===== src/rtl/cgs_pkg.sv =====
// constants for the can global status, error flag and error counter block
package cgs_pkg;

	// register addresses in the special function register space
	localparam logic [7:0] ADDR_GENERAL_INTERRUPT_FLAGS  = 8'h9B;
	localparam logic [7:0] ADDR_TRANSMIT_ERROR_COUNT     = 8'h9C;
	localparam logic [7:0] ADDR_RECEIVE_ERROR_COUNT      = 8'h9D;
	localparam logic [7:0] ADDR_GENERAL_STATUS           = 8'hAA;
	localparam logic [7:0] ADDR_GENERAL_INTERRUPT_ENABLE = 8'hC1;

	// general status bit positions
	localparam int STA_OVERLOAD_BIT = 6;
	localparam int STA_TX_BUSY_BIT  = 4;
	localparam int STA_RX_BUSY_BIT  = 3;
	localparam int STA_ENABLED_BIT  = 2;
	localparam int STA_BUS_OFF_BIT  = 1;
	localparam int STA_PASSIVE_BIT  = 0;

	// general interrupt flag bit positions
	localparam int GIT_ANY_IRQ_BIT  = 7;
	localparam int GIT_TIMER_BIT    = 5;
	localparam int GIT_BUFFER_BIT   = 4;
	localparam int GIT_STUFF_BIT    = 3;
	localparam int GIT_CRC_BIT      = 2;
	localparam int GIT_FORM_BIT     = 1;
	localparam int GIT_ACK_BIT      = 0;
	localparam int GIT_FLAG_COUNT   = 6;

	// general interrupt enable field: bits 5..1
	localparam int GIE_LSB          = 1;
	localparam int GIE_WIDTH        = 5;
	localparam int GIE_RX_IDX       = 4;
	localparam int GIE_TX_IDX       = 3;
	localparam int GIE_OBJ_ERR_IDX  = 2;
	localparam int GIE_BUFFER_IDX   = 1;
	localparam int GIE_GEN_ERR_IDX  = 0;

	// reset values
	localparam logic [5:0] GIT_FLAGS_RESET = 6'h00;
	localparam logic [4:0] GIE_RESET       = 5'h00;
	localparam logic [7:0] BYTE_ZERO       = 8'h00;

	// timer wrap detection
	localparam logic [15:0] TIMER_MAX  = 16'hFFFF;
	localparam logic [15:0] TIMER_ZERO = 16'h0000;

	// controller start needs this many clock periods after the enable command
	localparam int ENABLE_DELAY_CYCLES = 2;

	// stuffing: a run longer than this many equal bits is an error
	localparam logic [2:0] STUFF_RUN_LIMIT = 3'h5;

	// can 2.0 crc-15 generator polynomial
	localparam logic [14:0] CRC15_POLY = 15'h4599;

	// fault confinement figures
	localparam logic [8:0] TEC_STEP_UP      = 9'h008;
	localparam logic [8:0] TEC_BUS_OFF      = 9'h100;
	localparam logic [8:0] TEC_PASSIVE      = 9'h080;
	localparam logic [7:0] REC_PASSIVE      = 8'h80;
	localparam logic [7:0] REC_MAX          = 8'hFF;
	localparam logic [7:0] REC_PASSIVE_BACK = 8'h7F;
	localparam logic [7:0] REC_STEP_BIG     = 8'h08;
	localparam logic [7:0] RECOVERY_SEQS    = 8'h80;

	// enable state of the controller
	typedef enum logic [1:0] {EN_OFF, EN_STARTING, EN_ON, EN_STOPPING} cgs_en_state_type;

endpackage


===== src/rtl/cgs_crc15.sv =====
// crc-15 accumulator over destuffed received bits
`timescale 1ns/1ns
`default_nettype none

module cgs_crc15
(
	// clock and reset
	input  wire logic        sys_clk,
	input  wire logic        resetn,
	// bit stream
	input  wire logic        crc_init,
	input  wire logic        bit_valid,
	input  wire logic        bit_value,
	// result
	output logic      [14:0] crc_value
);

	logic feedback;

	// serial lfsr; init wins so a new frame never inherits old remainder
	assign feedback = bit_value ^ crc_value[14];

	always_ff @(posedge sys_clk or negedge resetn)
	begin
		if (!resetn)
			crc_value <= 15'h0000;
		else if (crc_init)
			crc_value <= 15'h0000;
		else if (bit_valid)
		begin
			if (feedback)
				crc_value <= {crc_value[13:0], 1'b0} ^ cgs_pkg::CRC15_POLY;
			else
				crc_value <= {crc_value[13:0], 1'b0};
		end
	end

endmodule

`default_nettype wire


===== src/rtl/cgs_global_status.sv =====
// global status, error flags, interrupt image and error counters of the can controller
`timescale 1ns/1ns
`default_nettype none

module cgs_global_status
(
	// clock and reset
	input  wire logic        sys_clk,
	input  wire logic        resetn,
	// special function register access
	input  wire logic [7:0]  sfr_addr,
	input  wire logic        sfr_wr,
	input  wire logic        sfr_rd,
	input  wire logic [7:0]  sfr_wdata,
	output logic      [7:0]  sfr_rdata,
	// protocol engine activity
	input  wire logic        tx_frame_active,
	input  wire logic        tx_ack_active,
	input  wire logic        tx_frame_pending,
	input  wire logic        ifs_active,
	input  wire logic        overload_tx_active,
	input  wire logic        rx_frame_active,
	// enable command from general control
	input  wire logic        enable_cmd,
	// can timer and reception buffer
	input  wire logic [15:0] can_timer_value,
	input  wire logic        rx_buffer_full,
	input  wire logic        timer_overrun_irq_enable,
	// bit level checks
	input  wire logic        bit_strobe,
	input  wire logic        bit_value,
	input  wire logic        stuff_check_en,
	input  wire logic        crc_init,
	input  wire logic        crc_data_bit_valid,
	input  wire logic        crc_field_bit_valid,
	input  wire logic        crc_check,
	input  wire logic        fixed_form_check,
	input  wire logic        ack_slot_check,
	// fault confinement events
	input  wire logic        tec_inc,
	input  wire logic        tec_dec,
	input  wire logic        rec_inc_small,
	input  wire logic        rec_inc_big,
	input  wire logic        rec_dec,
	input  wire logic        recovery_seq_seen,
	// interrupt requests from message objects
	input  wire logic        rx_irq_req,
	input  wire logic        tx_irq_req,
	input  wire logic        object_error_irq_req,
	// outputs
	output logic             can_irq_request,
	output logic             bus_off_state,
	output logic             error_passive_state
);

	////////////////////////////////////////////////////////////////////////
	// declarations
	////////////////////////////////////////////////////////////////////////

	logic                    overload_frame_active_r;
	logic                    transmitter_busy_r;
	logic                    receiver_busy_r;
	logic                    controller_enabled_state_r;
	cgs_pkg::cgs_en_state_type en_state_r;
	logic [1:0]              en_count_r;
	logic [5:0]              gflag_r;
	logic [5:0]              gflag_set;
	logic [5:0]              gflag_clr;
	logic [4:0]              gie_r;
	logic [15:0]             timer_prev_r;
	logic                    buffer_full_prev_r;
	logic [2:0]              run_len_r;
	logic                    run_bit_r;
	logic                    stuff_err;
	logic [14:0]             crc_calc;
	logic [14:0]             crc_rx_r;
	logic [8:0]              tec_r;
	logic [7:0]              rec_r;
	logic [7:0]              recovery_cnt_r;
	logic [7:0]              transmit_error_count;
	logic [7:0]              receive_error_count;
	logic                    irq_any;
	logic [7:0]              read_nxt;
	logic                    wr_gflags;
	logic                    wr_gie;

	////////////////////////////////////////////////////////////////////////
	// activity status
	////////////////////////////////////////////////////////////////////////

	// busy flags are plain status; none of them feeds the interrupt image
	always_ff @(posedge sys_clk or negedge resetn)
	begin
		if (!resetn)
		begin
			overload_frame_active_r <= 1'b0;
			transmitter_busy_r      <= 1'b0;
			receiver_busy_r         <= 1'b0;
		end
		else
		begin
			overload_frame_active_r <= overload_tx_active;
			transmitter_busy_r      <= tx_frame_active | tx_ack_active
			                           | (ifs_active & tx_frame_pending);
			receiver_busy_r         <= rx_frame_active;
		end
	end

	// enable state: start takes fixed cycles, stop waits until the bus goes quiet
	always_ff @(posedge sys_clk or negedge resetn)
	begin
		if (!resetn)
		begin
			en_state_r                 <= cgs_pkg::EN_OFF;
			en_count_r                 <= 2'h0;
			controller_enabled_state_r <= 1'b0;
		end
		else
		begin
			case (en_state_r)
				cgs_pkg::EN_OFF:
				begin
					en_count_r <= 2'h0;
					if (enable_cmd)
						en_state_r <= cgs_pkg::EN_STARTING;
				end
				cgs_pkg::EN_STARTING:
				begin
					en_count_r <= en_count_r + 2'h1;
					if (!enable_cmd)
						en_state_r <= cgs_pkg::EN_OFF;
					else if (en_count_r == 2'(cgs_pkg::ENABLE_DELAY_CYCLES - 1))
					begin
						en_state_r                 <= cgs_pkg::EN_ON;
						controller_enabled_state_r <= 1'b1;
					end
				end
				cgs_pkg::EN_ON:
				begin
					if (!enable_cmd)
						en_state_r <= cgs_pkg::EN_STOPPING;
				end
				default:
				begin
					// the running frame ends normally before we report disabled
					if (enable_cmd)
						en_state_r <= cgs_pkg::EN_ON;
					else if (!tx_frame_active && !tx_ack_active && !rx_frame_active)
					begin
						en_state_r                 <= cgs_pkg::EN_OFF;
						controller_enabled_state_r <= 1'b0;
					end
				end
			endcase
		end
	end

	////////////////////////////////////////////////////////////////////////
	// error and event detection
	////////////////////////////////////////////////////////////////////////

	// history for edge and wrap detection
	always_ff @(posedge sys_clk or negedge resetn)
	begin
		if (!resetn)
		begin
			timer_prev_r       <= 16'h0000;
			buffer_full_prev_r <= 1'b0;
		end
		else
		begin
			timer_prev_r       <= can_timer_value;
			buffer_full_prev_r <= rx_buffer_full;
		end
	end

	// run length of equal bus bits; restarts whenever the check is off
	always_ff @(posedge sys_clk or negedge resetn)
	begin
		if (!resetn)
		begin
			run_len_r <= 3'h0;
			run_bit_r <= 1'b1;
		end
		else if (!stuff_check_en)
			run_len_r <= 3'h0;
		else if (bit_strobe)
		begin
			run_bit_r <= bit_value;
			if (run_len_r == 3'h0 || bit_value != run_bit_r)
				run_len_r <= 3'h1;
			else if (run_len_r <= cgs_pkg::STUFF_RUN_LIMIT)
				run_len_r <= run_len_r + 3'h1;
		end
	end

	// sixth equal bit in a row is the first one beyond the limit
	assign stuff_err = stuff_check_en & bit_strobe & (run_len_r == cgs_pkg::STUFF_RUN_LIMIT)
	                   & (bit_value == run_bit_r);

	// crc over sof..data; the received crc field is shifted in beside it
	cgs_crc15 u_crc
	(
		.sys_clk   (sys_clk),
		.resetn    (resetn),
		.crc_init  (crc_init),
		.bit_valid (crc_data_bit_valid),
		.bit_value (bit_value),
		.crc_value (crc_calc)
	);

	always_ff @(posedge sys_clk or negedge resetn)
	begin
		if (!resetn)
			crc_rx_r <= 15'h0000;
		else if (crc_init)
			crc_rx_r <= 15'h0000;
		else if (crc_field_bit_valid)
			crc_rx_r <= {crc_rx_r[13:0], bit_value};
	end

	// set sources, one per flag
	always_comb
	begin
		gflag_set                         = 6'h00;
		gflag_set[cgs_pkg::GIT_TIMER_BIT] = (timer_prev_r == cgs_pkg::TIMER_MAX)
		                                    && (can_timer_value == cgs_pkg::TIMER_ZERO);
		gflag_set[cgs_pkg::GIT_BUFFER_BIT] = rx_buffer_full & ~buffer_full_prev_r;
		gflag_set[cgs_pkg::GIT_STUFF_BIT]  = stuff_err;
		gflag_set[cgs_pkg::GIT_CRC_BIT]    = crc_check && (crc_calc != crc_rx_r);
		gflag_set[cgs_pkg::GIT_FORM_BIT]   = fixed_form_check & bit_strobe & ~bit_value;
		gflag_set[cgs_pkg::GIT_ACK_BIT]    = ack_slot_check & bit_strobe & bit_value;
	end

	////////////////////////////////////////////////////////////////////////
	// register writes
	////////////////////////////////////////////////////////////////////////

	assign wr_gflags = sfr_wr && (sfr_addr == cgs_pkg::ADDR_GENERAL_INTERRUPT_FLAGS);
	assign wr_gie    = sfr_wr && (sfr_addr == cgs_pkg::ADDR_GENERAL_INTERRUPT_ENABLE);

	// writing a zero clears a flag, writing a one leaves it alone
	assign gflag_clr = wr_gflags ? ~sfr_wdata[5:0] : 6'h00;

	// sticky flags; a set in the clearing cycle wins so no event is lost
	always_ff @(posedge sys_clk or negedge resetn)
	begin
		if (!resetn)
			gflag_r <= cgs_pkg::GIT_FLAGS_RESET;
		else
			gflag_r <= gflag_set | (gflag_r & ~gflag_clr);
	end

	// interrupt enables; reserved bits 7, 6 and 0 are not stored
	always_ff @(posedge sys_clk or negedge resetn)
	begin
		if (!resetn)
			gie_r <= cgs_pkg::GIE_RESET;
		else if (wr_gie)
			gie_r <= sfr_wdata[cgs_pkg::GIE_LSB +: cgs_pkg::GIE_WIDTH];
	end

	////////////////////////////////////////////////////////////////////////
	// fault confinement
	////////////////////////////////////////////////////////////////////////

	// counters freeze in bus-off; recovery after enough idle sequences resets them
	always_ff @(posedge sys_clk or negedge resetn)
	begin
		if (!resetn)
		begin
			tec_r          <= 9'h000;
			rec_r          <= 8'h00;
			recovery_cnt_r <= 8'h00;
			bus_off_state  <= 1'b0;
		end
		else if (bus_off_state)
		begin
			if (recovery_seq_seen)
			begin
				if (recovery_cnt_r == cgs_pkg::RECOVERY_SEQS - 8'h01)
				begin
					bus_off_state  <= 1'b0;
					tec_r          <= 9'h000;
					rec_r          <= 8'h00;
					recovery_cnt_r <= 8'h00;
				end
				else
					recovery_cnt_r <= recovery_cnt_r + 8'h01;
			end
		end
		else
		begin
			// an error outweighs a success reported in the same cycle
			if (tec_inc)
			begin
				if (tec_r >= cgs_pkg::TEC_BUS_OFF - cgs_pkg::TEC_STEP_UP)
				begin
					tec_r         <= cgs_pkg::TEC_BUS_OFF;
					bus_off_state <= 1'b1;
				end
				else
					tec_r <= tec_r + cgs_pkg::TEC_STEP_UP;
			end
			else if (tec_dec && tec_r != 9'h000)
				tec_r <= tec_r - 9'h001;
			if (rec_inc_big)
				rec_r <= (rec_r > cgs_pkg::REC_MAX - cgs_pkg::REC_STEP_BIG)
				         ? cgs_pkg::REC_MAX : rec_r + cgs_pkg::REC_STEP_BIG;
			else if (rec_inc_small)
				rec_r <= (rec_r == cgs_pkg::REC_MAX) ? rec_r : rec_r + 8'h01;
			else if (rec_dec)
			begin
				if (rec_r >= cgs_pkg::REC_PASSIVE)
					rec_r <= cgs_pkg::REC_PASSIVE_BACK;
				else if (rec_r != 8'h00)
					rec_r <= rec_r - 8'h01;
			end
		end
	end

	// the nine-bit count only exceeds eight bits at bus-off; show it saturated
	assign transmit_error_count = tec_r[8] ? cgs_pkg::REC_MAX : tec_r[7:0];
	assign receive_error_count  = rec_r;

	always_ff @(posedge sys_clk or negedge resetn)
	begin
		if (!resetn)
			error_passive_state <= 1'b0;
		else
			error_passive_state <= ~bus_off_state & ~(tec_inc & (tec_r >= cgs_pkg::TEC_BUS_OFF
			                       - cgs_pkg::TEC_STEP_UP)) & ((tec_r >= cgs_pkg::TEC_PASSIVE)
			                       || (rec_r >= cgs_pkg::REC_PASSIVE));
	end

	////////////////////////////////////////////////////////////////////////
	// interrupt image
	////////////////////////////////////////////////////////////////////////

	// timer overrun is gated by the auxiliary enable, the rest by the general enables
	assign irq_any = (gflag_r[cgs_pkg::GIT_TIMER_BIT] & timer_overrun_irq_enable)
	                 | (rx_irq_req & gie_r[cgs_pkg::GIE_RX_IDX])
	                 | (tx_irq_req & gie_r[cgs_pkg::GIE_TX_IDX])
	                 | (object_error_irq_req & gie_r[cgs_pkg::GIE_OBJ_ERR_IDX])
	                 | (gflag_r[cgs_pkg::GIT_BUFFER_BIT] & gie_r[cgs_pkg::GIE_BUFFER_IDX])
	                 | (|gflag_r[cgs_pkg::GIT_STUFF_BIT:cgs_pkg::GIT_ACK_BIT]
	                    & gie_r[cgs_pkg::GIE_GEN_ERR_IDX]);

	always_ff @(posedge sys_clk or negedge resetn)
	begin
		if (!resetn)
			can_irq_request <= 1'b0;
		else
			can_irq_request <= irq_any;
	end

	////////////////////////////////////////////////////////////////////////
	// register reads
	////////////////////////////////////////////////////////////////////////

	// reserved bits read as zero; unmapped addresses read as zero
	always_comb
	begin
		read_nxt = cgs_pkg::BYTE_ZERO;
		if (sfr_addr == cgs_pkg::ADDR_GENERAL_INTERRUPT_FLAGS)
		begin
			read_nxt[5:0]                     = gflag_r;
			read_nxt[cgs_pkg::GIT_ANY_IRQ_BIT] = can_irq_request;
		end
		else if (sfr_addr == cgs_pkg::ADDR_TRANSMIT_ERROR_COUNT)
			read_nxt = transmit_error_count;
		else if (sfr_addr == cgs_pkg::ADDR_RECEIVE_ERROR_COUNT)
			read_nxt = receive_error_count;
		else if (sfr_addr == cgs_pkg::ADDR_GENERAL_STATUS)
		begin
			read_nxt[cgs_pkg::STA_OVERLOAD_BIT] = overload_frame_active_r;
			read_nxt[cgs_pkg::STA_TX_BUSY_BIT]  = transmitter_busy_r;
			read_nxt[cgs_pkg::STA_RX_BUSY_BIT]  = receiver_busy_r;
			read_nxt[cgs_pkg::STA_ENABLED_BIT]  = controller_enabled_state_r;
			read_nxt[cgs_pkg::STA_BUS_OFF_BIT]  = bus_off_state;
			read_nxt[cgs_pkg::STA_PASSIVE_BIT]  = error_passive_state;
		end
		else if (sfr_addr == cgs_pkg::ADDR_GENERAL_INTERRUPT_ENABLE)
			read_nxt[cgs_pkg::GIE_LSB +: cgs_pkg::GIE_WIDTH] = gie_r;
	end

	// read data is captured on the read strobe and held until the next one
	always_ff @(posedge sys_clk or negedge resetn)
	begin
		if (!resetn)
			sfr_rdata <= cgs_pkg::BYTE_ZERO;
		else if (sfr_rd)
			sfr_rdata <= read_nxt;
	end

endmodule

`default_nettype wire


===== config.mk =====
export PLATFORM = sky130hd
export DESIGN_NAME = cgs_global_status
export DESIGN_NICKNAME = d
export VERILOG_FILES = /design/src/rtl/cgs_pkg.sv /design/src/rtl/cgs_crc15.sv /design/src/rtl/cgs_global_status.sv
export SDC_FILE = /design/constraint.sdc
export NUM_CORES = 1
export LEC_CHECK = 0
export ABC_AREA = 1
export BUFFER_PORTS_ARGS = -buffer_cell sky130_fd_sc_hd__buf_2
export CAP_MARGIN = 20
export CORE_AREA = 2 2 92 139
export CTS_CLUSTER_DIAMETER = 80
export DETAILED_ROUTE_END_ITERATION = 7
export DIE_AREA = 0 0 94 141
export PLACE_DENSITY = 0.75
export REMOVE_ABC_BUFFERS = 1
export SYNTH_ARGS = -nofsm -noshare
export SYNTH_HDL_FRONTEND = slang
export SYNTH_SLANG_ARGS = --single-unit

===== constraint.sdc =====
create_clock -name sys_clk -period 2.35 [get_ports sys_clk]
set_clock_uncertainty 0.1 [all_clocks]
set_input_delay 0.47 -clock sys_clk [delete_from_list [all_inputs] [get_ports sys_clk]]
set_output_delay 0.47 -clock sys_clk [all_outputs]
set_load 0.01 [all_outputs]

==> After elaboration in Yosys (flattened, before gate mapping) <==
Index checks and enable logic that the tools add are counted.
Widths: inputs -> output; s select.
{ "classes": {"add_sub_neg": 8, "order_cmp": 5, "n_eq_ne": 26, "muxes": 57, "bitwise_logic": 36, "n_reduce_logical": 34} }
{ "ops": {"columns": ["cell", "n"], "rows": [
  ["$mux 8", 13],
  ["$mux 15", 5],
  ["$mux 9", 6],
  ["$eq 8x8->1 const B", 6],
  ["$and 1x1->1", 18],
  ["$ge 9x8->1 const B", 2],
  ["$add 8x1->8 const B", 2],
  ["$eq 16x16->1 const B", 1],
  ["$logic_not 16->1", 1],
  ["$mux 1", 15],
  ["$ne 15x15->1", 1],
  ["$mux 2", 6],
  ["$mux 3", 4],
  ["$mux 6", 2],
  ["$ne 2x2->1 const B", 6],
  ["$not 6->6", 2],
  ["$reduce_and 5->1", 2],
  ["$add 9x4->9 const B", 1],
  ["$reduce_bool 9->1", 1],
  ["$sub 9x1->9 const B", 1],
  ["$add 8x4->8 const B", 1],
  ["$eq 8x7->1 const B", 1],
  ["$ge 8x8->1 const B", 1],
  ["$gt 8x8->1 const B", 1],
  ["other kinds (40)", 67]
]} }
{ "totals": {"reg_bits": 106, "in_bits": 63, "output_inout_bits": 11, "elab_cells": 187} }

==> Longest topological paths before layout <==
{ "logic_depth": {"word_depth": 7, "ltp_mapped": 11, "mapped_depth_nobuf": 11} }

==> By module <==
From an unflattened synthesis, not the netlist that was laid out.
{ "hier_totals": {"cells_unflattened": 758, "hier_area_um2": 5964.5} }
{ "by_module_without_submodules": {"columns": ["module", "instances", "cells_each", "area_each_um2", "seq_area_each_um2"], "rows": [
  ["cgs_global_status", 1, 680, 5283.8, 2278.4],
  ["cgs_crc15", 1, 78, 680.7, 375.4]
]} }

==> Least setup slack after synthesis <==
OpenSTA, ideal clock, no wires.
{ "synth_path": {"kind": "input to register", "start": "input port sfr_addr[6]", "end": "register gflag_r[3]", "setup_time_ps": 129, "t_arrival_ps": 1288, "required_ps": 2121, "setup_slack_ps": 832, "cell_stages": 7, "path_buffers": 1, "path_cell_list": "inv_1 -> nand2_2 -> nor2_8 -> nand3_4 -> buf_6 -> o31ai_1 -> o21ai_1"} }
{ "synth_via": {"elab_chain_len": 6} }
{ "synth_rtl": {"columns": ["item", "line_no", "text"], "rows": [
  ["start, declared", "cgs_global_status.sv:11", "input wire logic [7:0] sfr_addr,"],
  ["$eq 8x8->1", "cgs_global_status.sv:239", "assign wr_gflags = sfr_wr && (sfr_addr == cgs_pkg::ADDR_GENERAL_INTERRUPT_FLAGS);"],
  ["$logic_and 1x1->1", "cgs_global_status.sv:239", null],
  ["$mux 6", "cgs_global_status.sv:243", "assign gflag_clr = wr_gflags ? ~sfr_wdata[5:0] : 6'h00;"],
  ["$not 6->6", "cgs_global_status.sv:251", "gflag_r <= gflag_set | (gflag_r & ~gflag_clr);"],
  ["$and 6x6->6", "cgs_global_status.sv:251", null],
  ["$or 6x6->6", "cgs_global_status.sv:251", null],
  ["end signal, assigned", "cgs_global_status.sv:249", "gflag_r <= cgs_pkg::GIT_FLAGS_RESET;"],
  ["end signal, assigned", "cgs_global_status.sv:251", null],
  ["end, declared", "cgs_global_status.sv:66", "logic [5:0] gflag_r;"]
]} }
No other way between the ends.
A chain may end at the register's enable or synchronous reset.

==> Worst setup path after layout <==
{ "layout_path": {"start": "register tec_r[3]", "end": "register tec_r[7]"} }
{ "layout_via": {"elab_chain_len": 4, "elab_cells_between_ends": 11, "classes_between": "add/sub (2); order compare (1); mux (4); reduce/logical (4)"} }
{ "layout_rtl": {"columns": ["item", "line_no", "text"], "rows": [
  ["start, declared", "cgs_global_status.sv:77", "logic [8:0] tec_r;"],
  ["start signal, assigned", "cgs_global_status.sv:299", "tec_r <= cgs_pkg::TEC_BUS_OFF;"],
  ["start signal, assigned", "cgs_global_status.sv:303", "tec_r <= tec_r + cgs_pkg::TEC_STEP_UP;"],
  ["start signal, assigned", "cgs_global_status.sv:306", "tec_r <= tec_r - 9'h001;"],
  ["$sub 9x1->9 (tied with other cells)", "cgs_global_status.sv:306", null],
  ["$mux 9 (tied with other cells)", "cgs_global_status.sv:305", "else if (tec_dec && tec_r != 9'h000)"],
  ["$mux 9 or $reduce_bool 3->1 (tied branches)", null, null],
  ["$mux 9 or $reduce_and 3->1 (tied branches)", null, null]
]} }
Several ways; a longest one is shown, not always the timed one. The select of a mux whose other input is x is not followed.

==> run summary <==
Run status - finished, final reports clean
Clock Root Buffer - sky130_fd_sc_hd__clkbuf_16
Predominant post-synthesis flop cell - sky130_fd_sc_hd__dfrtp_1
Synth top area share - 44.3%
Avg WL per Cell - 14.3 um
Mean instance size in the synthesized netlist - 8.06 um2
Post-CTS setup buffer count - 0
Internal power contribution - 3.54 mW
Worst-Skew Late Latency - 0.36 ns
Clock buffers created by TritonCTS - 9
Worst slack on hold paths - 0.121 ns
Area added between synthesis and finish - 13.9%
Post-Place Cells - 949
Min-Delay Startpoint - overload_tx_active
Max_cap viols - 0
Number of buffers inserted by port buffering - 71
Count of flip-flops with a built-in enable after synthesis - 0
Number of failing hold endpoints at the final stage - 0
Critical path endpoint category - flip-flop
Number of endpoints failing setup at the final stage - 0
Overall die height - 141 um
Wire length of the first global-routing pass - 22.8 mm
Pins over their slew limit - 0
Required time at the endpoint of the critical path - 2.55 ns
Proportion of total power due to net switching - 39.3%
Post-route non-filler standard cell count - 967
Crit path launch - tec_r[3]
Die Width - 94 um
Per-cell via count in the routed design - 5.28
Iteration-0 DRC count of the detailed router - 344
Via count of the first global-routing pass - 4924
Antenna Nets Post-Route - 0
Synth cell types - 45
Highest attainable clock frequency - 548 MHz
Type of element launching the critical path - flip-flop
Area of the core - 0.0122 mm2
P per Cell Area - 862 mW/mm2
Total congestion overflow after global routing - 0
Setup slack, reg-to-reg - 0.52 ns
Tmin final - 1.83 ns
Post-synthesis instance total - 736
Power spent charging and discharging nets - 2.29 mW
Detailed-placement wirelength estimate - 10.6 mm
Area leader, netlist - sky130_fd_sc_hd__dfrtp_1
GRT Util Overall - 21.9%
Count of state elements after synthesis - 106
Proportion of register bits with asynchronous set or reset after synthesis - 100%
CTS tree - yes
Final period utilization - 77.7%
Hold Path Class - input port to flip-flop
Starting density of the core - 48.6%
Maximum number of pins on one net before global-route repair - 48
Relative max-transition margin - 61.9%
Sequential cell area fraction in the yosys report - 44.7%
Filler cells - 1139
Clock Path Buffers - 2
DRC violations left - 0
Measured slew at the worst slew-check pin - 0.569 ns
Synthesized cell area - 0.00593 mm2
Logic gate share of total power - 32.2%
Vias - 5102
Total number of placement rows - 50
Routed Wire Length - 13.8 mm
I/O Pins - 74
Net count reported at finish - 886
Fraction of final layout cells sized beyond drive strength 1 - 16.3%
Crit path largest cell delay - 0.51 ns
Area of the die - 0.0133 mm2
Warning count from the yosys run - 0
Maximum fanout count along the critical path - 8
Clock-pin slew on the worst setup and hold paths - 0.07 ns
Sequential power share - 42.2%
Setup repair after global routing missed its margin - no
Number of antenna violations at the first check in global routing - 0
First-pass iteration count of the detailed router - 5
Maximum level of the CTS H-tree - 3
Final total negative setup slack - 0 ns
LEAKAGE - 3.33 nW
Critical path cell sequence - ha_1 -> nand3_1 -> nand2_1 -> nand2_1 -> nand2_1 -> nand2_1 -> nand2_1 -> nor2_1 -> nand2_1 -> nand2_1
RePlAce Congestion - 0.922
Slowest cell on the critical path - sky130_fd_sc_hd__dfrtp_1
Sink Count - 106
Worst r2r src - tec_r[3]
Most used cell along the critical path - sky130_fd_sc_hd__nand2_1
Highest ir drop seen on vdd - 0.000560 V
Cells taking the most area after synthesis - sky130_fd_sc_hd__dfrtp_1, sky130_fd_sc_hd__nand2_1, sky130_fd_sc_hd__inv_1
Crit path kind - flip-flop to flip-flop
Clock share of power - 25.6%
Worst path arrival time - 2.02 ns
synth_stat cells (2+ instances only):
cell type                  instances
sky130_fd_sc_hd__nor2_2            5
sky130_fd_sc_hd__inv_1            99
sky130_fd_sc_hd__nor4_1            5
sky130_fd_sc_hd__xor2_1           13
sky130_fd_sc_hd__a21oi_2           2
sky130_fd_sc_hd__buf_4             3
sky130_fd_sc_hd__nand2_1         162
sky130_fd_sc_hd__nor3_1            4
sky130_fd_sc_hd__nand3_2           4
sky130_fd_sc_hd__nor3_2            4
sky130_fd_sc_hd__o21ai_0          41
sky130_fd_sc_hd__dfrtp_1         105
sky130_fd_sc_hd__o22ai_1          31
sky130_fd_sc_hd__nor2_1           53
sky130_fd_sc_hd__o31ai_1           5
sky130_fd_sc_hd__nand2_2           9
sky130_fd_sc_hd__o21ai_1          12
sky130_fd_sc_hd__clkbuf_1          7
sky130_fd_sc_hd__or2_2             4
sky130_fd_sc_hd__a21oi_1           7
sky130_fd_sc_hd__nand3_1          70
sky130_fd_sc_hd__ha_1             18
sky130_fd_sc_hd__o21a_1            2
sky130_fd_sc_hd__nand4_1          20
sky130_fd_sc_hd__xnor2_1          19
sky130_fd_sc_hd__inv_2             4
sky130_fd_sc_hd__o21bai_1          3
sky130_fd_sc_hd__buf_2             6
sky130_fd_sc_hd__nand3b_1          3
cell type report:
class	instances	area, um2	share of cell area, %
diodes	1	2.50	0.0370
well taps	156	195	2.89
inverters	104	390	5.78
repair buffers	76	423	6.26
clock buffers	9	225	3.33
flip-flops and latches	106	2650	39.3
multi-input cells	508	2800	41.4
clock inverters	7	72.6	1.07
logic make-up (layout without fill, tap and decap cells):
logic type | after synthesis | after routing | synth area share, %
AOI/OAI and AO/OA | 109 | 109 | 10.9
xor gates and xnor gates | 33 | 33 | 5.00
adders and majority gates | 18 | 18 | 3.80
buffers and inverters | 122 | 196 | 8.18
DFF | 106 | 106 | 44.7
other | 0 | 1 | 0
and+or+nand+nor | 348 | 348 | 27.4
power groups by stage:
stage	clock [mW]	combinational, mW	sequential [mW]
final	1.49	1.87	2.46
after global routing	1.61	2.16	2.50
after CTS	1.53	1.87	2.45
after detailed placement	0	1.86	2.48
after global placement	0	1.82	2.48
after floorplan	0	1.38	2.38
placed cells by master, fill, tap and decap left out, drive strengths merged:
cell type,n
o21a,2
o41ai,1
o31ai,6
diode,1
clkinvlp,1
buf,75
xor2,13
o21ai,54
clkinv,4
o22ai,31
ha,18
dlygate4sd3,1
nor4,5
inv,106
nand3b,3
a21oi,9
nor3,9
or2,4
a21boi,1
nor2,59
dfrtp,105
clkbuf,9
dfstp,1
a31oi,1
nand2,172
a221oi,1
nand3,75
xnor2,20
o21bai,3
nand4,21
sequential cells by signal (all words and copies together) (netlist names), named ones only:
| register | count |
|---|---|
| gie_r | 5 |
| en_count_r | 2 |
| rec_r | 8 |
| crc_rx_r | 15 |
| gflag_r | 6 |
| timer_prev_r | 16 |
| sfr_rdata | 8 |
| receiver_busy_r | 1 |
| overload_frame_active_r | 1 |
| en_state_r | 1 |
| tec_r | 9 |
| run_bit_r | 1 |
| can_irq_request | 1 |
| transmitter_busy_r | 1 |
| buffer_full_prev_r | 1 |
| run_len_r | 3 |
| u_crc.crc_value | 15 |
| bus_off_state | 1 |
| controller_enabled_state_r | 1 |
| error_passive_state | 1 |
| recovery_cnt_r | 8 |
critical path: cells and delay by family (launching register included):
kind                       cells  cell delay (ns)
DFF                            1             0.51
adders and majority gates      1             0.29
and+or+nand+nor                9             0.87
metrics by stage:
| step | utilization [%] | worst slack (ns) | total power [mW] | instance area (um2) |
|---|---|---|---|---|
| after floorplan | - | 0.866 | 3.77 | 5840 |
| after global placement | 52.9 | 0.551 | 4.30 | 6450 |
| after detailed placement | 52.9 | 0.515 | 4.34 | 6450 |
| after CTS | 55.4 | 0.510 | 5.85 | 6760 |
| after global routing | 55.4 | 0.357 | 6.26 | 6760 |
| final | 55.4 | 0.524 | 5.83 | 6760 |
what timing repair did:
action | in CTS | in global routing
endpoints found under the hold margin | 21 | 0
resized for setup | 0 | 0
hold buffers | 1 | 0
final timing paths:
kind,to,cells after the start
setup / recovery,tec_r[7],10
hold / removal,overload_frame_active_r,1
setup reg to reg,tec_r[7],10
hold reg to reg,gflag_r[4],1
max in group asynchronous,run_bit_r,3
min in group asynchronous,tec_r[7],2
routing by layer:
layer	up-vias	part of all wire (%)	global-route usage, %
met1	2376	40	26.6
li1	2542	-	-
met3	39	5.2	4.28
met2	145	50	37.0
met4	0	4.1	10.1
met5	-	0	0
Power figures use the tool's default switching activity.
